File: src/hdl/hsmm_params.svh
// Summary of operation
// RULE1: Every measured quantity is held both as a 32-bit float and as a 16-bit signed integer.
// RULE2: Dew point float starts at address 0x1F and frost point float at address 0x29.
// RULE3: Volume concentration float starts at 0x3B and vapour partial pressure float at 0x1D.
// RULE4: Relative humidity float starts at 0x1B and gas temperature float at 0x19.
// RULE5: Reads use function 0x03 or 0x04 and both codes are answered the same way.
// RULE6: Address 0x1F4 reads 0 in normal measurement and 1 while self calibration runs.
// RULE7: Slave address word 0x00 and protocol word 0x01 are written with function 0x06.
// RULE8: The master turns one-based register numbers into zero-based addresses by subtracting one.
// RULE9: A float goes out as two words, low mantissa half first, then sign, exponent and high half.
// RULE10: Volume concentration uses a working pressure that the master may write over the link.
// RULE11: The unit system is fixed as delivered and no setting switches it.
// RULE12: After reset the device answers to slave address 243, hex F3.
// RULE13: The master fetches both words of a float in one request so the halves match.
// RULE14: Working pressure is a float at 0x1388, written with function 0x10, default 1013.25.
// RULE15: A one-float read answers with byte count four, then both words in address order.
`ifndef HSMM_PARAMS_SVH
`define HSMM_PARAMS_SVH

// ************************************************
// Register addresses
// ************************************************
`define HSMM_ADDR_SLAVE 16'h0000
`define HSMM_ADDR_PROTO 16'h0001
`define HSMM_ADDR_GAS_TEMP 16'h0019
`define HSMM_ADDR_REL_HUM 16'h001b
`define HSMM_ADDR_VAP_PRESS 16'h001d
`define HSMM_ADDR_DEW_POINT 16'h001f
`define HSMM_ADDR_FROST_POINT 16'h0029
`define HSMM_ADDR_VOL_CONC 16'h003b
`define HSMM_ADDR_INT_BASE 16'h0100
`define HSMM_ADDR_CALIB 16'h01f4
`define HSMM_ADDR_PRESSURE 16'h1388

// ************************************************
// Function and exception codes
// ************************************************
`define HSMM_FC_RD_HOLD 8'h03
`define HSMM_FC_RD_INPUT 8'h04
`define HSMM_FC_WR_SINGLE 8'h06
`define HSMM_FC_WR_MULTI 8'h10
`define HSMM_FC_EXC_FLAG 8'h80
`define HSMM_EX_ILL_FUNC 8'h01
`define HSMM_EX_ILL_ADDR 8'h02
`define HSMM_EX_ILL_VALUE 8'h03

// ************************************************
// Limits and reset values
// ************************************************
`define HSMM_MAX_QTY 16'h007d
`define HSMM_PRESS_QTY 16'h0002
`define HSMM_RST_SLAVE 16'h00f3
`define HSMM_RST_PROTO 16'h0000
`define HSMM_RST_PRESSURE 32'h447d5000

`endif

File: src/hdl/hsmm_pkg.sv
`default_nettype none
package hsmm_pkg;

   // ************************************************
   // Sequencer states, one-hot
   // ************************************************
   typedef enum logic [6:0] {
      ST_IDLE = 7'h01,
      ST_SCAN = 7'h02,
      ST_HEAD = 7'h04,
      ST_FETCH = 7'h08,
      ST_LOADW = 7'h10,
      ST_HI = 7'h20,
      ST_LO = 7'h40
   } hsmm_state_e;

   // ************************************************
   // Address decode result
   // ************************************************
   typedef enum logic [2:0] {
      K_NONE = 3'h0,
      K_FLT = 3'h1,
      K_INT = 3'h2,
      K_CALIB = 3'h3,
      K_PRESS = 3'h4
   } hsmm_kind_e;

   typedef logic [2:0] hsmm_idx_t;

   typedef struct packed {
      hsmm_kind_e kind;
      hsmm_idx_t idx;
      logic hi;
   } hsmm_map_s;

endpackage
`default_nettype wire

File: src/hdl/hsmm_mem_if.sv
`timescale 1ns/100ps
`default_nettype none
interface hsmm_mem_if;
   import hsmm_pkg::*;
   logic wrEn;
   hsmm_idx_t wrIdx;
   logic [31:0] wrFloat;
   logic [15:0] wrInt;
   logic rdEn;
   hsmm_idx_t rdIdx;
   logic [47:0] rdData;

   modport store (input wrEn, wrIdx, wrFloat, wrInt, rdEn, rdIdx, output rdData);
   modport user (output wrEn, wrIdx, wrFloat, wrInt, rdEn, rdIdx, input rdData);
endinterface
`default_nettype wire

File: src/hdl/hsmm_meas_mem.sv
`timescale 1ns/100ps
`default_nettype none
module hsmm_meas_mem import hsmm_pkg::*; #(
   parameter int ENTRIES = 6
) (
   // Clock and reset
   input wire logic ref_clk,
   input wire logic rst,
   input wire logic ce,
   // Store port
   hsmm_mem_if.store mem
);

   // ************************************************
   // Entry storage, float over integer
   // ************************************************
   logic [47:0] ent [ENTRIES];
   logic [47:0] next_ent [ENTRIES];
   logic [47:0] next_rdData;

   for (genvar g = 0; g < ENTRIES; g++) begin : g_ent
      // Next value of one entry
      always_comb begin
         next_ent[g] = ent[g];
         if (mem.wrEn && mem.wrIdx == 3'(g)) begin
            next_ent[g] = {mem.wrFloat, mem.wrInt}; // see RULE1
         end
      end

      // Entry register
      always_ff @(posedge ref_clk or posedge rst) begin
         if (rst) begin
            ent[g] <= 48'h0;
         end else if (ce) begin
            ent[g] <= next_ent[g];
         end
      end
   end

   // ************************************************
   // Registered read port
   // ************************************************
   always_comb begin
      next_rdData = mem.rdData;
      if (mem.rdEn) begin
         next_rdData = (mem.rdIdx < 3'(ENTRIES)) ? ent[mem.rdIdx] : 48'h0;
      end
   end

   // Read data register
   always_ff @(posedge ref_clk or posedge rst) begin
      if (rst) begin
         mem.rdData <= 48'h0;
      end else if (ce) begin
         mem.rdData <= next_rdData;
      end
   end
endmodule
`default_nettype wire

File: src/hdl/hsmm_modbus_map.sv
`timescale 1ns/100ps
`default_nettype none
`include "hsmm_params.svh"
module hsmm_modbus_map import hsmm_pkg::*; #(
   parameter int NUM_MEAS = 6
) (
   // Clock and reset
   input wire logic ref_clk,
   input wire logic rst,
   input wire logic ce,
   // Decoded request
   input wire logic reqValid,
   output logic reqReady,
   input wire logic [7:0] reqFunc,
   input wire logic [15:0] reqAddr,
   input wire logic [15:0] reqQty,
   input wire logic [15:0] reqData0,
   input wire logic [15:0] reqData1,
   // Answer byte stream
   output logic txValid,
   input wire logic txReady,
   output logic [7:0] txByte,
   output logic txLast,
   // Measurement update
   input wire logic measValid,
   output logic measReady,
   input wire logic [2:0] measIdx,
   input wire logic [31:0] measFloat,
   input wire logic [15:0] measInt,
   // Status and settings
   input wire logic calibActive,
   output logic [15:0] slaveAddr,
   output logic [15:0] protoSetting,
   output logic [31:0] workPressure
);

   // ************************************************
   // Address map
   // ************************************************
   localparam logic [15:0] FLT_ADDR [6] = '{
      `HSMM_ADDR_GAS_TEMP, `HSMM_ADDR_REL_HUM, // see RULE4
      `HSMM_ADDR_VAP_PRESS, `HSMM_ADDR_DEW_POINT, // see RULE2 see RULE3
      `HSMM_ADDR_FROST_POINT, `HSMM_ADDR_VOL_CONC // see RULE2 see RULE3
   };

   // Decode one word address
   function automatic hsmm_map_s mapAddr(input logic [15:0] a);
      hsmm_map_s m;
      m = '{kind: K_NONE, idx: 3'h0, hi: 1'b0};
      for (int i = 0; i < 6; i++) begin
         if (a == FLT_ADDR[i]) m = '{kind: K_FLT, idx: 3'(i), hi: 1'b0};
         if (a == FLT_ADDR[i] + 16'h0001) m = '{kind: K_FLT, idx: 3'(i), hi: 1'b1};
         if (a == `HSMM_ADDR_INT_BASE + 16'(i)) m = '{kind: K_INT, idx: 3'(i), hi: 1'b0};
      end
      if (a == `HSMM_ADDR_CALIB) m = '{kind: K_CALIB, idx: 3'h0, hi: 1'b0};
      if (a == `HSMM_ADDR_PRESSURE) m = '{kind: K_PRESS, idx: 3'h0, hi: 1'b0};
      if (a == `HSMM_ADDR_PRESSURE + 16'h0001) m = '{kind: K_PRESS, idx: 3'h0, hi: 1'b1};
      return m;
   endfunction

   // ************************************************
   // State
   // ************************************************
   hsmm_state_e state, next_state;
   logic [7:0] func, next_func;
   logic [6:0] qty, next_qty;
   logic [6:0] cnt, next_cnt;
   logic [6:0] words, next_words;
   logic [15:0] addr, next_addr;
   logic [7:0] hdr [5];
   logic [7:0] next_hdr [5];
   logic [2:0] hdrLen, next_hdrLen;
   logic [2:0] hdrIdx, next_hdrIdx;
   logic [15:0] curWord, next_curWord;
   logic next_txValid, next_txLast;
   logic [7:0] next_txByte;
   logic [15:0] next_slaveAddr, next_protoSetting;
   logic [31:0] next_workPressure;
   hsmm_map_s curMap;
   logic slot;

   hsmm_mem_if memBus ();

   hsmm_meas_mem #(.ENTRIES(NUM_MEAS)) u_mem (
      .ref_clk(ref_clk),
      .rst(rst),
      .ce(ce),
      .mem(memBus)
   );

   // Handshakes and memory hookup; updates held off during an answer
   assign reqReady = (state == ST_IDLE);
   assign measReady = (state == ST_IDLE);
   assign slot = !txValid || txReady;
   assign curMap = mapAddr(addr);
   assign memBus.wrEn = measValid && measReady;
   assign memBus.wrIdx = measIdx;
   assign memBus.wrFloat = measFloat;
   assign memBus.wrInt = measInt;
   assign memBus.rdEn = (state == ST_FETCH);
   assign memBus.rdIdx = curMap.idx;

   // ************************************************
   // Request sequencer, next values
   // ************************************************
   always_comb begin
      logic doExc;
      logic [7:0] excCode;
      doExc = 1'b0;
      excCode = 8'h00;
      next_state = state;
      next_func = func;
      next_qty = qty;
      next_cnt = cnt;
      next_words = words;
      next_addr = addr;
      next_hdr = hdr;
      next_hdrLen = hdrLen;
      next_hdrIdx = hdrIdx;
      next_curWord = curWord;
      next_txValid = txValid;
      next_txByte = txByte;
      next_txLast = txLast;
      next_slaveAddr = slaveAddr;
      next_protoSetting = protoSetting;
      next_workPressure = workPressure;
      if (txValid && txReady) begin
         next_txValid = 1'b0;
         next_txLast = 1'b0;
      end
      case (state)
         ST_IDLE: begin
            if (reqValid) begin
               next_func = reqFunc;
               next_addr = reqAddr;
               next_hdrIdx = 3'h0;
               next_words = 7'h00;
               case (reqFunc)
                  `HSMM_FC_RD_HOLD, `HSMM_FC_RD_INPUT: begin // see RULE5
                     if (reqQty == 16'h0000 || reqQty > `HSMM_MAX_QTY) begin
                        doExc = 1'b1;
                        excCode = `HSMM_EX_ILL_VALUE;
                     end else begin
                        next_qty = reqQty[6:0];
                        next_cnt = reqQty[6:0];
                        next_state = ST_SCAN;
                     end
                  end
                  `HSMM_FC_WR_SINGLE: begin
                     // Only the two link words are writable; units stay fixed
                     if (reqAddr == `HSMM_ADDR_SLAVE) begin
                        next_slaveAddr = reqData0; // see RULE7
                     end else if (reqAddr == `HSMM_ADDR_PROTO) begin
                        next_protoSetting = reqData0; // see RULE7
                     end else begin
                        doExc = 1'b1; // see RULE11
                        excCode = `HSMM_EX_ILL_ADDR;
                     end
                     next_hdr = '{reqFunc, reqAddr[15:8], reqAddr[7:0],
                                  reqData0[15:8], reqData0[7:0]};
                     next_hdrLen = 3'h5;
                     next_state = ST_HEAD;
                  end
                  `HSMM_FC_WR_MULTI: begin
                     if (reqAddr == `HSMM_ADDR_PRESSURE && reqQty == `HSMM_PRESS_QTY) begin
                        next_workPressure = {reqData1, reqData0}; // see RULE14 see RULE9
                     end else begin
                        doExc = 1'b1;
                        excCode = `HSMM_EX_ILL_ADDR;
                     end
                     next_hdr = '{reqFunc, reqAddr[15:8], reqAddr[7:0],
                                  reqQty[15:8], reqQty[7:0]};
                     next_hdrLen = 3'h5;
                     next_state = ST_HEAD;
                  end
                  default: begin
                     doExc = 1'b1;
                     excCode = `HSMM_EX_ILL_FUNC;
                  end
               endcase
            end
         end
         ST_SCAN: begin
            // Whole range must be mapped before any data goes out
            if (curMap.kind == K_NONE) begin
               doExc = 1'b1;
               excCode = `HSMM_EX_ILL_ADDR;
            end else if (cnt == 7'h01) begin
               next_hdr[0] = func;
               next_hdr[1] = {qty, 1'b0}; // see RULE15
               next_hdrLen = 3'h2;
               next_words = qty;
               next_addr = addr - 16'({9'h000, qty}) + 16'h0001;
               next_state = ST_HEAD;
            end else begin
               next_cnt = cnt - 7'h01;
               next_addr = addr + 16'h0001;
            end
         end
         ST_HEAD: begin
            if (slot) begin
               next_txValid = 1'b1;
               next_txByte = hdr[hdrIdx];
               next_txLast = (hdrIdx == hdrLen - 3'h1) && (words == 7'h00);
               if (hdrIdx == hdrLen - 3'h1) begin
                  next_hdrIdx = 3'h0;
                  next_state = (words == 7'h00) ? ST_IDLE : ST_FETCH;
               end else begin
                  next_hdrIdx = hdrIdx + 3'h1;
               end
            end
         end
         ST_FETCH: begin
            next_state = ST_LOADW;
         end
         ST_LOADW: begin
            case (curMap.kind)
               K_FLT: begin
                  // Low mantissa half sits at the lower address
                  next_curWord = curMap.hi ? memBus.rdData[47:32]
                                           : memBus.rdData[31:16]; // see RULE9
               end
               K_INT: next_curWord = memBus.rdData[15:0]; // see RULE1
               K_CALIB: next_curWord = {15'h0000, calibActive}; // see RULE6
               K_PRESS: next_curWord = curMap.hi ? workPressure[31:16] : workPressure[15:0];
               default: next_curWord = 16'h0000;
            endcase
            next_state = ST_HI;
         end
         ST_HI: begin
            if (slot) begin
               next_txValid = 1'b1;
               next_txByte = curWord[15:8];
               next_state = ST_LO;
            end
         end
         ST_LO: begin
            if (slot) begin
               next_txValid = 1'b1;
               next_txByte = curWord[7:0];
               next_txLast = (words == 7'h01); // see RULE15
               next_words = words - 7'h01;
               next_addr = addr + 16'h0001;
               next_state = (words == 7'h01) ? ST_IDLE : ST_FETCH;
            end
         end
         default: begin
            next_state = ST_IDLE;
         end
      endcase
      if (doExc) begin
         next_hdr[0] = ((state == ST_IDLE) ? reqFunc : func) | `HSMM_FC_EXC_FLAG;
         next_hdr[1] = excCode;
         next_hdrLen = 3'h2;
         next_hdrIdx = 3'h0;
         next_words = 7'h00;
         next_state = ST_HEAD;
      end
   end

   // Sequencer registers
   always_ff @(posedge ref_clk or posedge rst) begin
      if (rst) begin
         state <= ST_IDLE;
         func <= 8'h00;
         qty <= 7'h00;
         cnt <= 7'h00;
         words <= 7'h00;
         addr <= 16'h0000;
         hdr <= '{8'h00, 8'h00, 8'h00, 8'h00, 8'h00};
         hdrLen <= 3'h0;
         hdrIdx <= 3'h0;
         curWord <= 16'h0000;
         txValid <= 1'b0;
         txByte <= 8'h00;
         txLast <= 1'b0;
         slaveAddr <= `HSMM_RST_SLAVE; // see RULE12
         protoSetting <= `HSMM_RST_PROTO;
         workPressure <= `HSMM_RST_PRESSURE; // see RULE14 see RULE10
      end else if (ce) begin
         state <= next_state;
         func <= next_func;
         qty <= next_qty;
         cnt <= next_cnt;
         words <= next_words;
         addr <= next_addr;
         hdr <= next_hdr;
         hdrLen <= next_hdrLen;
         hdrIdx <= next_hdrIdx;
         curWord <= next_curWord;
         txValid <= next_txValid;
         txByte <= next_txByte;
         txLast <= next_txLast;
         slaveAddr <= next_slaveAddr;
         protoSetting <= next_protoSetting;
         workPressure <= next_workPressure;
      end
   end

   // ************************************************
   // Checks
   // ************************************************
   logic wroteSlave;
   hsmm_map_s reqMap;

   // Decode of the address on offer, for the checks only
   assign reqMap = mapAddr(reqAddr);
   always_ff @(posedge ref_clk or posedge rst) begin
      if (rst) begin
         wroteSlave <= 1'b0;
      end else if (ce && reqReady && reqValid && reqFunc == `HSMM_FC_WR_SINGLE) begin
         wroteSlave <= 1'b1;
      end
   end
endmodule
`default_nettype wire

File: config.mk
export PLATFORM = sky130hd
export DESIGN_NAME = hsmm_modbus_map
export DESIGN_NICKNAME = d
export VERILOG_FILES = /design/src/hdl/hsmm_pkg.sv /design/src/hdl/hsmm_mem_if.sv /design/src/hdl/hsmm_meas_mem.sv /design/src/hdl/hsmm_modbus_map.sv
export VERILOG_INCLUDE_DIRS = /design/src /design/src/hdl
export SDC_FILE = /design/constraint.sdc
export NUM_CORES = 1
export LEC_CHECK = 0
export BUFFER_PORTS_ARGS = -buffer_cell sky130_fd_sc_hd__buf_2
export CAP_MARGIN = 20
export CORE_MARGIN = 1
export CORE_UTILIZATION = 43
export DETAILED_ROUTE_END_ITERATION = 8
export HOLD_SLACK_MARGIN = 0.05
export SYNTH_ARGS = -nofsm -noshare
export SYNTH_HDL_FRONTEND = slang
export SYNTH_SLANG_ARGS = --single-unit
File: constraint.sdc
create_clock -name ref_clk -period 38.3 [get_ports ref_clk]
set_input_delay 3.83 -clock ref_clk [delete_from_list [all_inputs] [get_ports ref_clk]]
set_output_delay 3.83 -clock ref_clk [all_outputs]
set_load 0.005 [all_outputs]
==> out/results.ini, run 1 <==
[worst_setup_path]
rrSetupSlack_ns=34.15
startpoint_type=input port
critPathCaptureType=flop
worstPathRequired_ns=38.83
cp_max_fo=13
worst-setup-path-type=in2reg
cp_data_arrival_time_ns=7.08

[yosys]
synth_fa_ha_area_share_pct=2.13
synth-compound-area-share_pct=9.70
synth-xor-area-share_pct=0.683
synth_top_family_by_area=multiplexers
synthTopCellsByCount=dfrtp_1 (506), mux2_2 (419), nand2_1 (207), mux2i_1 (149), o21ai_0 (142)
synthTopCellsByArea=dfrtp_1 (49%), mux2_2 (18%), mux2i_1 (5.8%)
ys.flop_type=dfrtp_1
syn_area_mm2=0.0256
synth_seq_cells=523
synth_nets=2325
ys_seq_area_share_pct=51.1
synth_cell_types=87
synthSimpleGateAreaFrac_pct=8.09
synth_top_cell_by_area=dfrtp_1
yosysWarnings=0
synthArstFlopShare_pct=100
postSynthCellCount=2152
yosysMostFrequentCell=dfrtp_1
synth_edf_count=0
synthMuxAreaShare_pct=25.4
syn_avg_cell_area_um2=11.9
synth_top_area_share_pct=49.4

[placed_design]
portBuffers=205
pre_cts_slack_ns=31.11
place.gp.congestion=0.905
dp_hpwl_um=46400
place_inst=3021

[timing]
whs_ns=0.484
worst_pin_slew_ns=1.05
rsz0062_at_grt=no
setup_tns_ns=0
period_share_pct=17.1
maxSlewViolCount=0
fin_ws_ns=31.75
finClkSkew_ns=0.0428
period_needed_ns=6.55
max_freq_ghz=0.153
setup_viol=0
relSlewSlack_pct=29.7
hold_violations=0

[pwr]
peakVddDrop_uv=41.2
p_leak_nw=14.0
power_density_mw_per_mm2=63.7
total_power_mw=1.87

[clocking]
post_cts_resized=0
cts.htree.levels=2
ctsLongestPathBuffers=3
clock_latency_ns=0.65
cts_tree=done
cts_made_buffers=58
postCtsHoldBufs=0
cts.repair_timing.setup_buffer_count=0
clock-sinks=523
clkTransAtPathRegs_ns=0.06
root_buffer=clkbuf_16

[drt]
viasPerCell=5.79
detail-route-antenna-nets=0
dr_total_vias=18200
first_pass_iters=6
wl_per_cell_um=22.6
totalWireLength_um=70700
remaining_drc_errors=0
initialDrtViolationCount=1068

[cells_and_area]
fin_cells=3135
area_growth_pct=14.4
drive_gt1_share_pct=34.2
fin_nets=2484

[floorplanning]
ioPinCount=206
die_width_um=246
start_util_pct=43.4
coreArea_mm2=0.0590
die_h_um=246
die_area_mm2=0.0606
std_cell_rows=89

[hold_path]
hold_class=reg2reg

[global_routing]
grt_pass1_wl_um=110000
grt_max_degree=179
antenna_found_initial=13
grt_pass1_vias=18500
grt_usage_pct=23.5
grt-ovfl-total=0

[status]
status=complete, no violations

[job]
drv_cap=0

==> final cells by class <==
| type | instances | area [µm²] |
|---|---|---|
| repair buffers | 232 | 1260 |
| diodes | 4 | 10.0 |
| clock buffers | 89 | 1660 |
| inverters | 43 | 170 |
| flip-flops and latches | 523 | 13100 |
| well taps | 773 | 967 |
| fillers | 5282 | 29700 |
| multi-input cells | 1453 | 11900 |
| clock inverters | 18 | 283 |
==> power by group <==
| part | total (mW) | switching, mW | internal [mW] |
|---|---|---|---|
| Clock | 0.564 | 0.236 | 0.328 |
| Combinational | 0.490 | 0.249 | 0.242 |
| Sequential | 0.813 | 0.107 | 0.706 |
| Total | 1.87 | 0.592 | 1.28 |
==> through the flow <==
step	instance area [µm²]	util [%]
after floorplan	25600	-
after global placement	27300	46.3
after detailed placement	27300	46.3
after CTS	29300	49.6
after global routing	29300	49.7
final	29300	49.7
==> final timing paths <==
path / start / endpoint / cells past startpoint
max: reqFunc[3] / hdr[37] / 7
max reg2reg: addr[0] / u_mem.mem.rdData[21] / 10
min reg2reg: slaveAddr[2] / slaveAddr[2] / 1
max in group asynchronous: rst / u_mem.mem.rdData[27] / 4
min: slaveAddr[2] / slaveAddr[2] / 1
min in group asynchronous: rst / slaveAddr[10] / 2
==> layer usage <==
metal  track usage (%)  vias up  share of wire, %
met5                 0        -              0.16
met4              6.47       18               2.3
met2              37.3      477                47
met3              4.96      112               5.9
met1              32.3     9346                45
li1                  -     8204                 -
==> cell usage in the layout, fill, tap and decap left out, types with 14 or more instances in the layout <==
master	Yosys	layout
nand2_1	207	205
mux2i_1	149	149
inv_1	41	40
buf_4	6	24
nor2_1	73	72
buf_2	41	205
ha_1	42	42
nand4_1	14	14
o21ai_0	142	142
mux2_2	419	419
a21oi_1	48	48
clkbuf_1	67	22
clkbuf_16	0	58
dfrtp_1	506	506
nor3_1	24	24
nand3_1	33	31
o221ai_1	47	47
dfstp_2	17	17
==> cell families after synthesis <==
kind of cell	count (synthesis)
flops	523
compound gates	367
fa+ha+maj	43
xor+xnor	20
buf+inv	176
mux	586
simple gates	437
==> worst max-delay path: stages <==
cell,delay [ns]
buf_2,0.11
nor4_1,0.66
and4b_1,0.84
a22o_1,0.34
o21ai_2,0.13
a31oi_2,0.74
mux2_2,0.42
==> sequential cells by signal (all words and copies together) (netlist names) <==
name,flops
workPressure,32
slaveAddr,16
txLast,1
hdrLen,2
protoSetting,16
cnt,7
words,7
txByte,8
func,8
u_mem.mem.rdData,48
u_mem.ent,288
curWord,16
qty,7
hdrIdx,3
state,7
hdr,40
addr,16
txValid,1
No activity file was read; power rests on OpenSTA's default activity.
==> run 2, diff against run 1 <==
==> constraint.sdc (replaced) <==
create_clock -name ref_clk -period 5.45 [get_ports ref_clk]
set_input_delay 0.545 -clock ref_clk [delete_from_list [all_inputs] [get_ports ref_clk]]
set_output_delay 0.545 -clock ref_clk [all_outputs]
set_load 0.005 [all_outputs]
==> run 2 against run 1 <==
Net effect: global-route usage about the same; critical path type is now reg2reg; largest cell class unchanged; highest routed layer unchanged; setup slack got worse by 30 ns; final cell count about the same; count of clock-buffer cells in the layout decreased by 2.
==> out/results.ini, run 2 (synthesis results as in run 1) <==
[global_routing]
grt-ovfl-total=0  ; unchanged
antenna_found_initial=9  ; -4
grt_pass1_vias=18300  ; -1.1%
grt_max_degree=145  ; -19%
grt_usage_pct=23.4  ; -0.038 points
grt_pass1_wl_um=110000  ; +0.14%

[placed_design]
pre_cts_slack_ns=1.56  ; -29.55 ns
dp_hpwl_um=48600  ; +4.8%
portBuffers=205  ; unchanged
place_inst=3025  ; +0.13%
place.gp.congestion=0.932  ; +3.0%

[timing]
finClkSkew_ns=0.0351  ; -0.00771 ns
hold_violations=0  ; unchanged
maxSlewViolCount=0  ; unchanged
period_needed_ns=3.95
period_share_pct=72.4
rsz0062_at_grt=no
fin_ws_ns=1.50  ; -30.25 ns
worst_pin_slew_ns=1.13  ; +0.0794 ns
setup_viol=0  ; unchanged
whs_ns=0.146  ; -0.338 ns
max_freq_ghz=0.253
relSlewSlack_pct=24.1  ; -5.6 points

[worst_setup_path]
cp_data_arrival_time_ns=4.48  ; -2.60 ns
regToRegStartpoint=addr[5]
startpoint_type=flop
cp_cell_sequence=nor4_1 -> o2111a_1 -> a2111oi_4 -> and2_1 -> a2111oi_4 -> o21ai_0 -> a22o_1
crit_top_cell=a2111oi_4
cp_max_fo=18  ; +5
critical_path.max_stage_delay_ns=0.87  ; +0.03 ns
cp-startpoint=addr[5]
critPathCaptureType=flop
crit_slowest_cell=a2111oi_4
worstPathRequired_ns=5.98  ; -32.85 ns
critPathBufInv=0  ; -1
worst-setup-path-type=reg2reg
crit_family=compound AO/OA/AOI/OAI gates

[cells_and_area]
fin_cells=3137  ; +0.064%
final_common_cell=dfrtp_1
area_growth_pct=14.4  ; about the same
fin_nets=2486  ; +0.081%
regMostFlops=u_mem.ent
largest_register_ffs=288  ; unchanged
drive_gt1_share_pct=34.3  ; +0.13 points
final_cell_mix=dfrtp_1 (506), mux2_2 (419), nand2_1 (205), buf_2 (205), mux2i_1 (149)
reg_top3=u_mem.ent: 288 flops, u_mem.mem.rdData: 48 flops, hdr: 40 flops

[status]
status=complete, no violations

[pwr]
p_leak_nw=14.0  ; about the same
comb_power_share_pct=26.3  ; about the same
peakVddDrop_uv=267  ; +550%
power_density_mw_per_mm2=447  ; +600%
p_int_mw=8.98  ; +600%
clockPowerShare_pct=30.1  ; about the same
p_switching_mw=4.14  ; +600%
seqPwrFrac_pct=43.7  ; +0.2 points
switching_share_pct=31.5  ; -0.16 points

[drt]
first_pass_iters=5  ; -1
detail-route-antenna-nets=0  ; unchanged
viasPerCell=5.78  ; -0.23%
initialDrtViolationCount=1278  ; +20%
remaining_drc_errors=0  ; unchanged
dr_total_vias=18100  ; -0.17%
totalWireLength_um=70900  ; +0.26%
wl_per_cell_um=22.6  ; +0.20%

[clocking]
ctsLongestPathBuffers=3  ; unchanged
root_buffer=clkbuf_16
clock_latency_ns=0.64  ; about the same
cts_tree=done
cts.repair_timing.setup_buffer_count=0  ; unchanged
cts.htree.levels=2  ; unchanged
clock-sinks=523  ; unchanged
cts_made_buffers=57  ; -1.7%
clkTransAtPathRegs_ns=0.06  ; about the same

[hold_path]
hold_class=in2reg
min-delay-start=reqData1[11]

[floorplanning]
std_cell_rows=89  ; unchanged
die_area_mm2=0.0606  ; unchanged
coreArea_mm2=0.0590  ; unchanged
start_util_pct=43.4  ; unchanged
ioPinCount=206  ; unchanged
die_h_um=246  ; unchanged
die_width_um=246  ; unchanged

[job]
drv_cap=0  ; unchanged

run 2: changes by cell type in the layout (fill, tap and decap cells not counted), moves of 3 or more:
cell / delta
clkinv_16: -3
inv_6: -3
clkinv_2: +3
inv_16: +3
run 2: power groups by stage:
| stage | Clock [mW] | Sequential [mW] | Combinational [mW] |
|---|---|---|---|
| 3_5_place_dp | 0 | 5.78 | 3.42 |
| 4_1_cts | 4.04 | 5.71 | 3.44 |
| 5_1_grt | 4.19 | 5.86 | 3.82 |
| 6_report | 3.95 | 5.72 | 3.44 |
| 3_3_place_gp | 0 | 5.71 | 3.33 |
| 2_1_floorplan | 0 | 5.48 | 2.71 |
run 2: repair_timing:
action | 4_1_cts | 5_1_grt
gates resized for setup | 0 | 0
endpoints found under the hold margin | 18 | 0
setup endpoints to repair | 0 | 0
hold buffers | 1 | 0
run 2: metrics by stage:
step	cell area, µm²	total power [mW]	TNS (ns)	util, %
floorplan	25600	8.19	-1110.24	-
global placement	27400	9.04	0	46.4
detailed placement	27400	9.20	0	46.4
CTS	29300	13.2	0	49.7
global route	29300	13.9	0	49.7
finish	29300	13.1	0	49.7
run 2: final cells by class:
type                       instances  area [µm²]
inverter                          43         166
antenna                            3        7.51
timing repair buffer             235        1290
tap                              773         967
sequential                       523       13100
clock buffer                      87        1640
multi-input combinational       1453       11900
clock inverter                    20         279
fill                            5341       29700
run 2: worst paths after layout:
kind | cells after the start | endpoint | slack, ns
max | 7 | cnt[2] | 1.50
max reg2reg | 7 | cnt[2] | 1.50
min | 2 | workPressure[27] | 0.15
max in group asynchronous | 5 | protoSetting[0] | 3.21
min in group asynchronous | 3 | u_mem.ent[158] | 0.57
min reg2reg | 2 | hdr[13] | 0.49
run 2: layer usage:
layer / share of wire [%] / global-route usage (%) / wire (µm) / vias to the layer above
li1: - / - / - / 8207
met3: 5.3 / 3.82 / 3750 / 132
met2: 46 / 37.1 / 32900 / 499
met5: 0.076 / 0 / 54 / -
met1: 46 / 32.9 / 32300 / 9281
met4: 2.7 / 7.05 / 1880 / 8
